File: src/include/apd_pkg.sv
/*
 * Constants, state type and derived cycle counts for the page-mode
 * memory controller. Assumes a single 125 MHz clock domain.
 */
// Behaviour
// split address into row then column parts
// device latches row on row strobe fall
// hold row strobe low minimum active time
// wait row and column precharge before cycle
// write strobe high for reads, hold column
// read data valid after latest access limit
// write data valid by later strobe fall
// early write keeps data pins undriven
// device self-times write, next column early
// refresh all 512 rows every 8 ms
// every row-strobed cycle refreshes that row
// column-first refresh uses internal row counter
// column-first refresh keeps outputs undriven
// counter test: 512 writes then 512 reads
// page mode keeps row, any column accessible
// column buffer transparent until strobe falls
// mix reads and writes within open page
// row strobe gates data transfer
// column strobe gates data path, driver
// output gate switches driver only
// low write strobe disables output driver
// 200 us pause then eight row cycles
// late write strobe gives read/write cycle
// at least 110 ns between random cycles
// refresh every 15.6 us, ahead of accesses
package apd_pkg;
    localparam int ADDR_W = 18;
    localparam int COL_W = 9;
    localparam int DQ_W = 4;
    localparam int TMR_W = 16;
    localparam int AGE_W = 14;
    localparam int CLK_PS = 8000;
    localparam int T_RAS_NS = 60;
    localparam int T_RP_NS = 40;
    localparam int T_CP_NS = 10;
    localparam int T_RC_NS = 110;
    localparam int T_RAH_NS = 10;
    localparam int T_CAS_NS = 20;
    localparam int ACCESS_FROM_ROW_NS = 60;
    localparam int T_AR_NS = 50;
    localparam int T_CSR_NS = 5;
    localparam int T_CPT_NS = 40;
    localparam int T_REFI_NS = 15600;
    localparam int T_PWRUP_NS = 200000;
    localparam int T_RASP_NS = 100000;
    // least times round up, longest times round down
    localparam int RAS_CYC = (T_RAS_NS * 1000 + CLK_PS - 1) / CLK_PS;
    localparam int RP_CYC = (T_RP_NS * 1000 + CLK_PS - 1) / CLK_PS;
    localparam int CP_CYC = (T_CP_NS * 1000 + CLK_PS - 1) / CLK_PS;
    localparam int RC_CYC = (T_RC_NS * 1000 + CLK_PS - 1) / CLK_PS;
    localparam int RAH_CYC = (T_RAH_NS * 1000 + CLK_PS - 1) / CLK_PS;
    localparam int CAS_CYC = (T_CAS_NS * 1000 + CLK_PS - 1) / CLK_PS;
    localparam int RAC_CYC = (ACCESS_FROM_ROW_NS * 1000 + CLK_PS - 1) / CLK_PS;
    localparam int AR_CYC = (T_AR_NS * 1000 + CLK_PS - 1) / CLK_PS;
    localparam int CSR_CYC = (T_CSR_NS * 1000 + CLK_PS - 1) / CLK_PS;
    localparam int CPT_CYC = (T_CPT_NS * 1000 + CLK_PS - 1) / CLK_PS;
    localparam int REFI_CYC = (T_REFI_NS * 1000) / CLK_PS;
    localparam int PWRUP_CYC_DEF = (T_PWRUP_NS * 1000 + CLK_PS - 1) / CLK_PS;
    localparam int RASP_CYC_DEF = (T_RASP_NS * 1000) / CLK_PS;
    localparam int INIT_CYCLES = 8;
    localparam int ROWS = 512;
    typedef enum logic [3:0] {
        ST_PWR, ST_IDLE, ST_ROW, ST_COL, ST_CASLO, ST_PAGE,
        ST_PRE, ST_CBR_CAS, ST_CBR_RAS, ST_TST_CP
    } apd_state_type;
endpackage

File: src/include/apd_if.sv
/*
 * Carriers between the controller and its timer and refresh scheduler.
 * Assumes all parties share core_clk_in.
 */
`timescale 1ns/10ps
interface apd_tmr_if #(parameter int W = 16);
    logic load;
    logic [W-1:0] val;
    logic done;
    modport ctl(output load, output val, input done);
    modport tmr(input load, input val, output done);
endinterface

interface apd_ref_if;
    logic due;
    logic ack;
    modport src(output due, input ack);
    modport user(input due, output ack);
endinterface

File: src/rtl/apd_ctrl.sv
/*
 * Host controller for a 256K x 4 page-mode dynamic memory: power-up,
 * column-first refresh, random and page accesses, counter test.
 * Assumes dq_in is synchronous to core_clk_in; pins drive the part.
 */
`timescale 1ns/10ps
module apd_ctrl
    import apd_pkg::*;
#(
    parameter int PWRUP_CYC = PWRUP_CYC_DEF,
    parameter int RASP_MAX_CYC = RASP_CYC_DEF,
    parameter int REF_INT_CYC = REFI_CYC
) (
    input wire logic core_clk_in,
    input wire logic rst_in,
    input wire logic req_valid_in,
    input wire logic req_write_in,
    input wire logic [ADDR_W-1:0] req_addr_in,
    input wire logic [DQ_W-1:0] req_wdata_in,
    input wire logic test_start_in,
    input wire logic [DQ_W-1:0] dq_in,
    output logic req_ready_out,
    output logic rd_valid_out,
    output logic [DQ_W-1:0] rd_data_out,
    output logic init_done_out,
    output logic test_busy_out,
    output logic test_fail_out,
    output logic ras_n_out,
    output logic cas_n_out,
    output logic we_n_out,
    output logic oe_n_out,
    output logic [COL_W-1:0] addr_out,
    output logic [DQ_W-1:0] dq_out,
    output logic dq_oe_out
);
    apd_tmr_if #(.W(TMR_W)) tmr ();
    apd_ref_if ref_i ();

    apd_timer #(.W(TMR_W), .RST_VAL(PWRUP_CYC)) u_tmr (
        .core_clk_in(core_clk_in),
        .rst_in(rst_in),
        .t(tmr)
    );
    apd_refresh #(.INTERVAL(REF_INT_CYC)) u_ref (
        .core_clk_in(core_clk_in),
        .rst_in(rst_in),
        .r(ref_i)
    );

    apd_state_type state_r, state_nxt;
    logic [ADDR_W-1:0] addr_r, addr_nxt;
    logic wr_r, wr_nxt;
    logic [DQ_W-1:0] wdata_r, wdata_nxt;
    logic [AGE_W-1:0] age_r, age_nxt;
    logic [3:0] init_r, init_nxt;
    logic tst_req_r, tst_req_nxt;
    logic tst_r, tst_nxt;
    logic tst_rd_r, tst_rd_nxt;
    logic [COL_W-1:0] idx_r, idx_nxt;
    logic fail_r, fail_nxt;
    logic rdv_r, rdv_nxt;
    logic [DQ_W-1:0] rdd_r, rdd_nxt;
    logic ras_n_r, ras_n_nxt, cas_n_r, cas_n_nxt;
    logic we_n_r, we_n_nxt, oe_n_r, oe_n_nxt;
    logic [COL_W-1:0] pa_r, pa_nxt;
    logic [DQ_W-1:0] dq_r, dq_nxt;
    logic dqe_r, dqe_nxt;
    logic row_hit, rasp_over, rd_ok, accept, row_open;
    int unsigned ph;

    assign row_hit = req_addr_in[ADDR_W-1:COL_W] == addr_r[ADDR_W-1:COL_W];
    assign rasp_over = age_r >= AGE_W'(RASP_MAX_CYC - RAS_CYC);
    // latest of row and column access limits; also column hold
    assign rd_ok = age_r >= AGE_W'(RAC_CYC - 1) && age_r >= AGE_W'(AR_CYC - 1);
    // refresh and a queued test outrank pending accesses
    assign req_ready_out = (state_r == ST_IDLE && !ref_i.due && init_r == '0 && !tst_req_r)
        || (state_r == ST_PAGE && tmr.done && !ref_i.due && !rasp_over && !tst_req_r
        && row_hit);
    assign accept = req_ready_out & req_valid_in;

    always_comb begin
        state_nxt = state_r;
        addr_nxt = addr_r;
        wr_nxt = wr_r;
        wdata_nxt = wdata_r;
        init_nxt = init_r;
        tst_req_nxt = tst_req_r | test_start_in;
        tst_nxt = tst_r;
        tst_rd_nxt = tst_rd_r;
        idx_nxt = idx_r;
        fail_nxt = fail_r;
        rdv_nxt = 1'b0;
        rdd_nxt = rdd_r;
        ref_i.ack = 1'b0;
        if (accept) begin
            // full 18-bit location held; row and column halves go out in turn
            addr_nxt = req_addr_in;
            wr_nxt = req_write_in;
            wdata_nxt = req_wdata_in;
        end
        unique case (state_r)
            ST_PWR: begin
                if (tmr.done) state_nxt = ST_IDLE;
            end
            ST_IDLE: begin
                if (ref_i.due || init_r != '0) begin
                    state_nxt = ST_CBR_CAS;
                end else if (tst_req_r) begin
                    tst_req_nxt = test_start_in;
                    tst_nxt = 1'b1;
                    tst_rd_nxt = 1'b0;
                    idx_nxt = '0;
                    fail_nxt = 1'b0;
                    state_nxt = ST_CBR_CAS;
                end else if (accept) begin
                    state_nxt = ST_ROW;
                end
            end
            ST_ROW: begin
                if (tmr.done) state_nxt = ST_COL;
            end
            ST_COL: begin
                if (tmr.done) state_nxt = ST_CASLO;
            end
            ST_CASLO: begin
                if (tmr.done && rd_ok) begin
                    if (!wr_r) begin
                        rdv_nxt = !tst_r;
                        rdd_nxt = dq_in;
                        if (tst_r && dq_in != wdata_r) fail_nxt = 1'b1;
                    end
                    state_nxt = tst_r ? ST_PRE : ST_PAGE;
                end
            end
            ST_PAGE: begin
                if (tmr.done) begin
                    if (accept) begin
                        state_nxt = ST_COL;
                    end else if (ref_i.due || rasp_over || tst_req_r || req_valid_in) begin
                        state_nxt = ST_PRE;
                    end
                end
            end
            ST_PRE: begin
                // row precharge covers the shorter column precharge too
                if (tmr.done && age_r >= AGE_W'(RC_CYC - 1)) begin
                    state_nxt = ST_IDLE;
                    if (tst_r) begin
                        idx_nxt = idx_r + 1'b1;
                        if (idx_r == COL_W'(ROWS - 1)) begin
                            tst_rd_nxt = 1'b1;
                            tst_nxt = !tst_rd_r;
                        end
                        if (!(tst_rd_r && idx_r == COL_W'(ROWS - 1))) begin
                            state_nxt = ST_CBR_CAS;
                        end
                    end
                end
            end
            ST_CBR_CAS: begin
                if (tmr.done) state_nxt = ST_CBR_RAS;
            end
            ST_CBR_RAS: begin
                if (tmr.done) begin
                    ref_i.ack = 1'b1;
                    if (init_r != '0) init_nxt = init_r - 1'b1;
                    if (tst_r) begin
                        addr_nxt = {addr_r[ADDR_W-1:COL_W], idx_r};
                        wr_nxt = !tst_rd_r;
                        wdata_nxt = idx_r[DQ_W-1:0];
                        state_nxt = ST_TST_CP;
                    end else begin
                        state_nxt = ST_PRE;
                    end
                end
            end
            ST_TST_CP: begin
                if (tmr.done) state_nxt = ST_CASLO;
            end
        endcase
    end

    always_comb begin
        ph = 1;
        unique case (state_nxt)
            ST_ROW: ph = RAH_CYC;
            ST_CASLO: ph = CAS_CYC;
            ST_PAGE: ph = CP_CYC;
            ST_PRE: ph = RP_CYC;
            ST_CBR_CAS: ph = CSR_CYC;
            ST_CBR_RAS: ph = RAS_CYC;
            ST_TST_CP: ph = CPT_CYC;
            default: ph = 1;
        endcase
        tmr.load = state_nxt != state_r;
        tmr.val = TMR_W'(ph - 1);
    end

    // pins decoded from the next state so they leave flops aligned with it
    always_comb begin
        row_open = state_nxt inside {ST_ROW, ST_COL, ST_CASLO, ST_PAGE, ST_CBR_RAS, ST_TST_CP};
        ras_n_nxt = !row_open;
        // column-first order marks a refresh; address pins are don't-care
        cas_n_nxt = !(state_nxt inside {ST_CASLO, ST_CBR_CAS, ST_CBR_RAS});
        // write strobe low before column strobe: early write, pins stay undriven
        we_n_nxt = !(wr_nxt && state_nxt inside {ST_COL, ST_CASLO, ST_TST_CP});
        // output gate only low on reads, so it never fights write data
        oe_n_nxt = !(state_nxt == ST_CASLO && !wr_nxt);
        dqe_nxt = wr_nxt && state_nxt inside {ST_COL, ST_CASLO, ST_TST_CP};
        dq_nxt = wdata_nxt;
        pa_nxt = addr_nxt[COL_W-1:0];
        if (state_nxt == ST_ROW) pa_nxt = addr_nxt[ADDR_W-1:COL_W];
        age_nxt = (age_r == '1) ? age_r : age_r + 1'b1;
        if (state_nxt != state_r && state_nxt inside {ST_ROW, ST_CBR_RAS}) age_nxt = '0;
    end

    always_ff @(posedge core_clk_in) begin
        if (rst_in) begin
            state_r <= ST_PWR;
            addr_r <= '0;
            wr_r <= 1'b0;
            wdata_r <= '0;
            age_r <= '1;
            init_r <= 4'(INIT_CYCLES);
            tst_req_r <= 1'b0;
            tst_r <= 1'b0;
            tst_rd_r <= 1'b0;
            idx_r <= '0;
            fail_r <= 1'b0;
            rdv_r <= 1'b0;
            rdd_r <= '0;
            ras_n_r <= 1'b1;
            cas_n_r <= 1'b1;
            we_n_r <= 1'b1;
            oe_n_r <= 1'b1;
            pa_r <= '0;
            dq_r <= '0;
            dqe_r <= 1'b0;
        end else begin
            state_r <= state_nxt;
            addr_r <= addr_nxt;
            wr_r <= wr_nxt;
            wdata_r <= wdata_nxt;
            age_r <= age_nxt;
            init_r <= init_nxt;
            tst_req_r <= tst_req_nxt;
            tst_r <= tst_nxt;
            tst_rd_r <= tst_rd_nxt;
            idx_r <= idx_nxt;
            fail_r <= fail_nxt;
            rdv_r <= rdv_nxt;
            rdd_r <= rdd_nxt;
            ras_n_r <= ras_n_nxt;
            cas_n_r <= cas_n_nxt;
            we_n_r <= we_n_nxt;
            oe_n_r <= oe_n_nxt;
            pa_r <= pa_nxt;
            dq_r <= dq_nxt;
            dqe_r <= dqe_nxt;
        end
    end

    assign rd_valid_out = rdv_r;
    assign rd_data_out = rdd_r;
    assign init_done_out = (init_r == '0) && state_r != ST_PWR;
    assign test_busy_out = tst_r | tst_req_r;
    assign test_fail_out = fail_r;
    assign ras_n_out = ras_n_r;
    assign cas_n_out = cas_n_r;
    assign we_n_out = we_n_r;
    assign oe_n_out = oe_n_r;
    assign addr_out = pa_r;
    assign dq_out = dq_r;
    assign dq_oe_out = dqe_r;

    // helper: cycles the row strobe has been high
    logic [AGE_W-1:0] hi_r;
    always_ff @(posedge core_clk_in) begin
        if (rst_in) hi_r <= '0;
        else hi_r <= ras_n_r ? ((hi_r == '1) ? hi_r : hi_r + 1'b1) : '0;
    end
endmodule

File: src/rtl/apd_refresh.sv
/*
 * Refresh interval scheduler: raises due every interval until acked.
 * Assumes the controller acks once per completed refresh cycle.
 */
`timescale 1ns/10ps
module apd_refresh
    import apd_pkg::*;
#(
    parameter int INTERVAL = REFI_CYC
) (
    input wire logic core_clk_in,
    input wire logic rst_in,
    apd_ref_if.src r
);
    logic [TMR_W-1:0] cnt_r;
    logic [TMR_W-1:0] cnt_nxt;
    logic due_r;
    logic due_nxt;
    logic tick;

    always_comb begin
        tick = (cnt_r == '0);
        cnt_nxt = tick ? TMR_W'(INTERVAL - 1) : cnt_r - 1'b1;
        // a tick in the ack cycle is kept
        due_nxt = tick | (due_r & ~r.ack);
    end

    always_ff @(posedge core_clk_in) begin
        if (rst_in) begin
            // first interval follows the parameter, not the package default
            cnt_r <= TMR_W'(INTERVAL - 1);
            due_r <= 1'b0;
        end else begin
            cnt_r <= cnt_nxt;
            due_r <= due_nxt;
        end
    end

    assign r.due = due_r;
endmodule

File: src/rtl/apd_timer.sv
/*
 * Down counter timing each strobe phase; done at zero.
 * Assumes load arrives with the cycle count minus one.
 */
`timescale 1ns/10ps
module apd_timer
    import apd_pkg::*;
#(
    parameter int W = 16,
    parameter int RST_VAL = 0
) (
    input wire logic core_clk_in,
    input wire logic rst_in,
    apd_tmr_if.tmr t
);
    logic [W-1:0] cnt_r;
    logic [W-1:0] cnt_nxt;

    always_comb begin
        cnt_nxt = cnt_r;
        if (t.load) begin
            cnt_nxt = t.val;
        end else if (cnt_r != '0) begin
            cnt_nxt = cnt_r - 1'b1;
        end
    end

    always_ff @(posedge core_clk_in) begin
        if (rst_in) begin
            cnt_r <= W'(RST_VAL);
        end else begin
            cnt_r <= cnt_nxt;
        end
    end

    assign t.done = (cnt_r == '0);
endmodule

File: config.mk
export PLATFORM = sky130hd
export DESIGN_NAME = apd_ctrl
export DESIGN_NICKNAME = d
export VERILOG_FILES = /design/src/include/apd_pkg.sv /design/src/include/apd_if.sv /design/src/rtl/apd_ctrl.sv /design/src/rtl/apd_refresh.sv /design/src/rtl/apd_timer.sv
export SDC_FILE = /design/constraint.sdc
export NUM_CORES = 1
export LEC_CHECK = 0
export BUFFER_PORTS_ARGS = -buffer_cell sky130_fd_sc_hd__clkbuf_2
export CORE_MARGIN = 2
export CORE_UTILIZATION = 39
export DETAILED_ROUTE_END_ITERATION = 7
export GPL_TIMING_DRIVEN = 0
export PLACE_DENSITY_LB_ADDON = 0.2
export SYNTH_ARGS = -nofsm -noshare
export SYNTH_HDL_FRONTEND = slang
export SYNTH_SLANG_ARGS = --single-unit
File: constraint.sdc
create_clock -name core_clk_in -period 9.9 [get_ports core_clk_in]
set_clock_uncertainty 0.05 [all_clocks]
set_input_delay 0 -clock core_clk_in [delete_from_list [all_inputs] [get_ports core_clk_in]]
set_output_delay 0 -clock core_clk_in [all_outputs]
set_load 0.005 [all_outputs]
# Yosys cells after proc, flatten, opt, wreduce, memory -nomap -nowiden
# Cells that the tools add are included.
# W data, S select, Z words.
[op_classes]
reduce_logical = 57
n_mux = 62
order_cmp = 4
bitwise = 9
add_sub_neg = 6
n_eq_ne = 31
[op_table]
columns = ["operator", "n"]
rows = [
  ["$mux W18", 4],
  ["$mux W4", 18],
  ["$sub A16 B1 Y16 const B", 3],
  ["$mux W9", 5],
  ["$pmux W4 S9", 1],
  ["$eq A4 B3 Y1 const B", 8],
  ["$logic_not A16 Y1", 2],
  ["$mux W16", 2],
  ["$ge A14 B3 Y1 const B", 2],
  ["$mux W14", 2],
  ["$mux W1", 22],
  ["$pmux W9 S2", 1],
  ["$logic_and A1 B1 Y1", 17],
  ["$eq A4 B2 Y1 const B", 4],
  ["$eq A4 B4 Y1 const B", 4],
  ["$ne A2 B2 Y1 const B", 8],
  ["$pmux W4 S4", 1],
  ["$reduce_bool A16 Y1", 1],
  ["$add A14 B1 Y14 const B", 1],
  ["$eq A14 B14 Y1 const B", 1],
  ["$ge A14 B14 Y1 const B", 1],
  ["$ge A14 B4 Y1 const B", 1],
  ["$reduce_and A6 Y1", 2],
  ["$logic_not A1 Y1", 10],
  ["other kinds (24)", 48],
]
[totals]
ff_bits = 110
elab_cells = 191

# Longest topological paths before layout
[logic_depth]
depth_word = 17
ltp_mapped = 19
mapped_depth_nobuf = 19

# Cells and area by module
# From an unflattened synthesis, not the netlist that was laid out.
[unflattened]
hier_cells = 648
area_unflattened_um2 = 5744.3
[by_module_without_submodules]
columns = ["mod", "seq_area_each_um2", "cells_per_inst", "instances", "area_each_um2"]
rows = [
  ["apd_ctrl", 1541.5, 458, 1, 4018.9],
  ["apd_timer", 320.3, 109, 1, 957.2],
  ["apd_refresh", 340.3, 81, 1, 768.2],
]

# Worst setup path before layout
# OpenSTA, ideal clock, no wires.
[synth_path]
path_type = "reg-to-reg"
startpoint = "register age_r[0]"
endpoint = "register u_tmr.cnt_r[12]"
slack_ns = 6.160
setup_ns = 0.067
required_ns = 9.783
path_stages_with_launch = 17
arrival_ns = 3.623
synth_period_minus_slack_ns = 3.740
cell_sequence = "dfxtp_1 -> inv_1 -> ha_1 -> nor2b_1 -> o2111a_1 -> a2111oi_1 -> o31ai_2 -> a31oi_4 -> nor4b_1 -> buf_2 -> a211o_1 -> o21ai_0 -> ha_1 -> nand2_1 -> or4_4 -> o311a_1 -> a21oi_2"
[synth_between]
elab_chain_cells = 16
elab_cells_between_ends = 38
[synth_rtl]
columns = ["item", "line", "source"]
rows = [
  ["from (decl)", "apd_ctrl.sv:54", "logic [AGE_W-1:0] age_r, age_nxt;"],
  ["from (signal assigned)", "apd_ctrl.sv:244", "age_r <= age_nxt;"],
  ["$ge A14 B14 Y1", "apd_ctrl.sv:72", "assign rasp_over = age_r >= AGE_W'(RASP_MAX_CYC - RAS_CYC);"],
  ["$logic_not A1 Y1", "apd_ctrl.sv:77", "|| (state_r == ST_PAGE && tmr.done && !ref_i.due && !rasp_over && !tst_req_r"],
  ["$logic_and A1 B1 Y1 (2 in series)", "apd_ctrl.sv:77", ""],
  ["$logic_and A1 B1 Y1", "apd_ctrl.sv:78", "&& row_hit);"],
  ["$logic_or A1 B1 Y1", "apd_ctrl.sv:77", ""],
  ["$and A1 B1 Y1", "apd_ctrl.sv:79", "assign accept = req_ready_out & req_valid_in;"],
  ["$mux W4", "apd_ctrl.sv:115", "end else if (accept) begin"],
  ["$mux W4", "apd_ctrl.sv:108", "end else if (tst_req_r) begin"],
  ["$mux W4", "apd_ctrl.sv:106", "if (ref_i.due || init_r != '0) begin"],
  ["$pmux W4 S9 (*)", "apd_ctrl.sv:101", "unique case (state_r)"],
  ["$eq A4 B4 Y1 (tied with other cells)", "apd_ctrl.sv:185", "unique case (state_nxt)"],
  ["$reduce_or A2 Y1 (no source line)", "--", ""],
  ["$pmux W4 S4", "apd_ctrl.sv:185", ""],
  ["$sub A16 B1 Y16", "apd_ctrl.sv:196", "tmr.val = TMR_W'(ph - 1);"],
  ["$mux W16", "apd_timer.sv:21", "if (t.load) begin"],
  ["to (signal assigned)", "apd_timer.sv:30", "cnt_r <= W'(RST_VAL);"],
  ["to (signal assigned)", "apd_timer.sv:32", "cnt_r <= cnt_nxt;"],
  ["to (decl)", "apd_timer.sv:16", "logic [W-1:0] cnt_r;"],
]
# Every way passes the cells marked *; elsewhere a longest branch is shown, timed or not.
# A chain may end at the register's enable or synchronous reset.

# Worst setup path after layout
[layout_path]
startpoint = "register state_r[3]"
endpoint = "register u_tmr.cnt_r[14]"
[layout_between]
elab_chain_cells = 17
elab_cells_between_ends = 48
[layout_rtl]
columns = ["item", "line", "source"]
rows = [
  ["from (decl)", "apd_ctrl.sv:50", "apd_state_type state_r, state_nxt;"],
  ["from (signal assigned)", "apd_ctrl.sv:240", "state_r <= state_nxt;"],
  ["$eq A4 B3 Y1", "apd_ctrl.sv:77, apd_ctrl.sv:101", ""],
  ["$logic_and A1 B1 Y1 (4 in series)", "apd_ctrl.sv:77", ""],
  ["$logic_and A1 B1 Y1", "apd_ctrl.sv:78", ""],
  ["$logic_or A1 B1 Y1", "apd_ctrl.sv:77", ""],
  ["$and A1 B1 Y1", "apd_ctrl.sv:79", ""],
  ["$mux W4", "apd_ctrl.sv:115", ""],
  ["$mux W4", "apd_ctrl.sv:108", ""],
  ["$mux W4", "apd_ctrl.sv:106", ""],
  ["$pmux W4 S9", "apd_ctrl.sv:101", ""],
  ["$eq A4 B4 Y1 (tied with other cells)", "apd_ctrl.sv:185", ""],
  ["$reduce_or A2 Y1 (no source line)", "--", ""],
  ["$pmux W4 S4", "apd_ctrl.sv:185", ""],
  ["$sub A16 B1 Y16", "apd_ctrl.sv:196", ""],
  ["$mux W16", "apd_timer.sv:21", ""],
]
# Parallel ways exist; a longest one is shown, timed or not.

==> metrics.md <==
| Metric | Value |
|---|---|
| Status | `completed` |
| Max-cap violations | `0` |
| Post-CTS sizing | `0` |
| Worst-path fanout max | `10` |
| Worst Path Arrival | `4.80 ns` |
| Starting Density | `0.396` |
| Pint | `1.04 mW` |
| # H-tree levels | `3` |
| Slew Limit Fails | `0` |
| Leakage power of the design | `2.76 nW` |
| Total grt overflow | `0` |
| Wire per inst | `16.1 um` |
| Total negative slack | `0 ns` |
| GRT Total Usage | `0.194` |
| Routed WL | `15000 um` |
| DRC viols | `0` |
| Crit end category | `register` |
| Clock root buffer | `clkbuf_16` |
| Clock slew at reported path FFs | `0.08 ns` |
| Setup Buffers After CTS | `0` |
| Final period utilization | `0.465` |
| Synth cell types | `74` |
| Synth Cell Area | `0.00572 mm^2` |
| Worst skew pair latency | `0.36 ns` |
| Net Sw Power | `0.734 mW` |
| YS warnings | `0` |
| Slew @ Worst Pin | `0.880 ns` |
| Crit start category | `register` |
| Crit Path Category | `register to register` |
| Routed Antenna Nets | `0` |
| First-pass GRT wire length | `24900 um` |
| Initial antenna violation count | `0` |
| Syn Nets | `697` |
| Number of cell rows | `44` |
| Peak Freq | `217 MHz` |
| Min cycle time layout | `4.60 ns` |
| Port buffer count | `56` |
| PD cells | `263 mW/mm^2` |
| Main synth FF type | `dfxtp_1` |
| VDD IR max | `0.122 mV` |
| Min-Delay Path Class | `input pin to register` |
| GRT busiest layer | `met2` |
| Gpl congestion | `0.876` |
| Synth Area per Inst | `8.71 um^2` |
| Post-synth top area share | `0.385` |
| Clock network power share | `0.215` |
| Vias/cell | `5.51` |
| Chip width | `125 um` |
| Synth area leader | `dfxtp_1` |
| Reg power frac | `0.317` |
| CP required | `10.10 ns` |
| Synthesis-to-layout area growth | `17.8%` |
| FF+latch area | `0.00220 mm^2` |
| Post-synth EDFFs | `0` |
| Cells after Synth | `656` |
| Number of global-route vias before repair | `4988` |
| Share of cells above drive strength 1 | `0.171` |
| DR iter-0 viols | `385` |
| Routed vias | `5135` |
| Filler instances | `1391` |
| Top cells by area, synth | `dfxtp_1 (39%), nor2_1 (5.6%), mux2i_1 (4.9%)` |
| Largest net degree at the start of global routing | `20` |
| First-pass DRT Iterations | `5` |
| Async S/R FF share, synth | `0` |
| Final setup fails | `0` |
| Commonest non-fill, non-tap cells in the layout | `dfxtp_1 (110), nor2_1 (85), nand2_1 (57)` |
| M2 GR Usage | `0.333` |
| GRT met1 Usage | `0.247` |
| Switching share of total power | `0.414` |
| ANT cells | `0` |
| Core footprint | `0.0144 mm^2` |
| Max transition margin | `0.408` |
| CTS tree | `built` |
| CTS Sinks | `110` |
| Area of the multi-input gates | `0.00332 mm^2` |
| Final Total Pwr | `1.77 mW` |
| Die Height | `125 um` |
| Commonest non-fill, non-tap cell in the layout | `dfxtp_1` |
| # IOs | `58` |
| Seq/Total Area, Yosys | `0.385` |
| DIE AREA | `0.0156 mm^2` |
| Bufs on Longest Clock Path | `2` |
| Final hold vios | `0` |
| Total CTS buffers | `9` |
| Nets@finish | `784` |
| Synth Register Bits | `110` |
| RSZ-0062 raised after global routing | `false` |
| Comb pwr share | `0.468` |
| GRT met3 Usage | `0.0342` |
| Post-DP HPWL | `10900 um` |
-- synthesized netlist by cell type (all sizes together) (10+ instances only) --
master  instances
nor2           85
xnor2          24
o21ai          33
dfxtp         110
mux2           16
ha             10
clkbuf         21
nand2          57
mux2i          28
nor3           21
xor2           22
nand3          16
or3            17
inv            14
and3           13
nor4           16
a21oi          28
buf            12
-- state kept, by name, indices dropped and copies added, names as in the netlist, 9 cells and up --
signal,flops
age_r,14
addr_r,18
u_tmr.cnt_r,16
addr_out,9
u_ref.cnt_r,16
idx_r,9
-- worst paths after layout --
path	slack [ns]	cells past startpoint	endpoint	start
setup / recovery	5.30	16	u_tmr.cnt_r[14]	state_r[3]
hold / removal	0.002	4	addr_r[0]	req_addr_in[0]
setup reg to reg	5.30	16	u_tmr.cnt_r[14]	state_r[3]
hold reg to reg	0.38	1	u_ref.cnt_r[0]	u_ref.cnt_r[0]
-- power groups by stage --
| stage | registers (mW) | logic, mW | clock network [mW] |
|---|---|---|---|
| CTS | 0.560 | 0.820 | 0.391 |
| finish | 0.561 | 0.829 | 0.381 |
| detailed placement | 0.570 | 0.809 | 0 |
| global placement | 0.569 | 0.802 | 0 |
| global route | 0.571 | 0.917 | 0.407 |
| floorplan | 0.557 | 0.639 | 0 |
-- logic make-up (layout without fill, tap and decap cells) --
logic type	count (synthesis)	in the layout	synth area share
compound gates	125	125	0.153
xor+xnor	46	46	0.0705
fa+ha+maj	10	10	0.0219
buf+inv	47	139	0.0339
flops	110	110	0.385
mux	44	44	0.0805
simple gates	274	274	0.255
-- metrics by stage --
step | worst slack (ns) | area, um^2 | utilization | instances | hold slack, ns
floorplan | 6.16 | 5720 | - | 656 | 0.0674
global placement | 5.41 | 6230 | 0.432 | 896 | 0.194
detailed placement | 5.37 | 6230 | 0.432 | 896 | 0.196
CTS | 5.35 | 6730 | 0.467 | 932 | 0.00128
global route | 4.96 | 6730 | 0.467 | 932 | 0.0114
finish | 5.30 | 6730 | 0.467 | 932 | 0.00218
-- layout make-up --
cell class,count,area share
flip-flops and latches,110,0.327
clock inverters,7,0.0119
repair buffers,76,0.0714
multi-input cells,499,0.493
inverters,14,0.00781
plain buffers,33,0.0210
clock buffers,9,0.0335
well taps,184,0.0342
-- critical path: stages (launching register included) --
cell and delay [ns]:
dfxtp_1 0.35, clkbuf_1 0.21, nor4b_1 0.61, and3_1 0.26, a221oi_1 0.13, a41o_1 0.26, buf_2 0.18, nor4b_1 0.63
buf_2 0.38, a211o_1 0.15, o21ai_0 0.09, ha_1 0.24, nand2_1 0.13, o21bai_4 0.18, nor3_1 0.09, or4_1 0.40
o311a_1 0.14
-- per-layer routing --
layer  part of all wire  vias up  routed length, um
li1                   -     2518                  -
met1               0.45     2451               6750
met2               0.49      146               7370
met3              0.040       20                599
met4              0.019        0                290
met5                  0        -                  0
-- what timing repair did --
| item | in CTS | in global routing |
|---|---|---|
| setup endpoints to repair | 0 | 0 |
| hold endpoints to repair | 20 | 0 |
| hold buffers | 20 | 0 |
No activity file was read; power rests on OpenSTA's default activity.
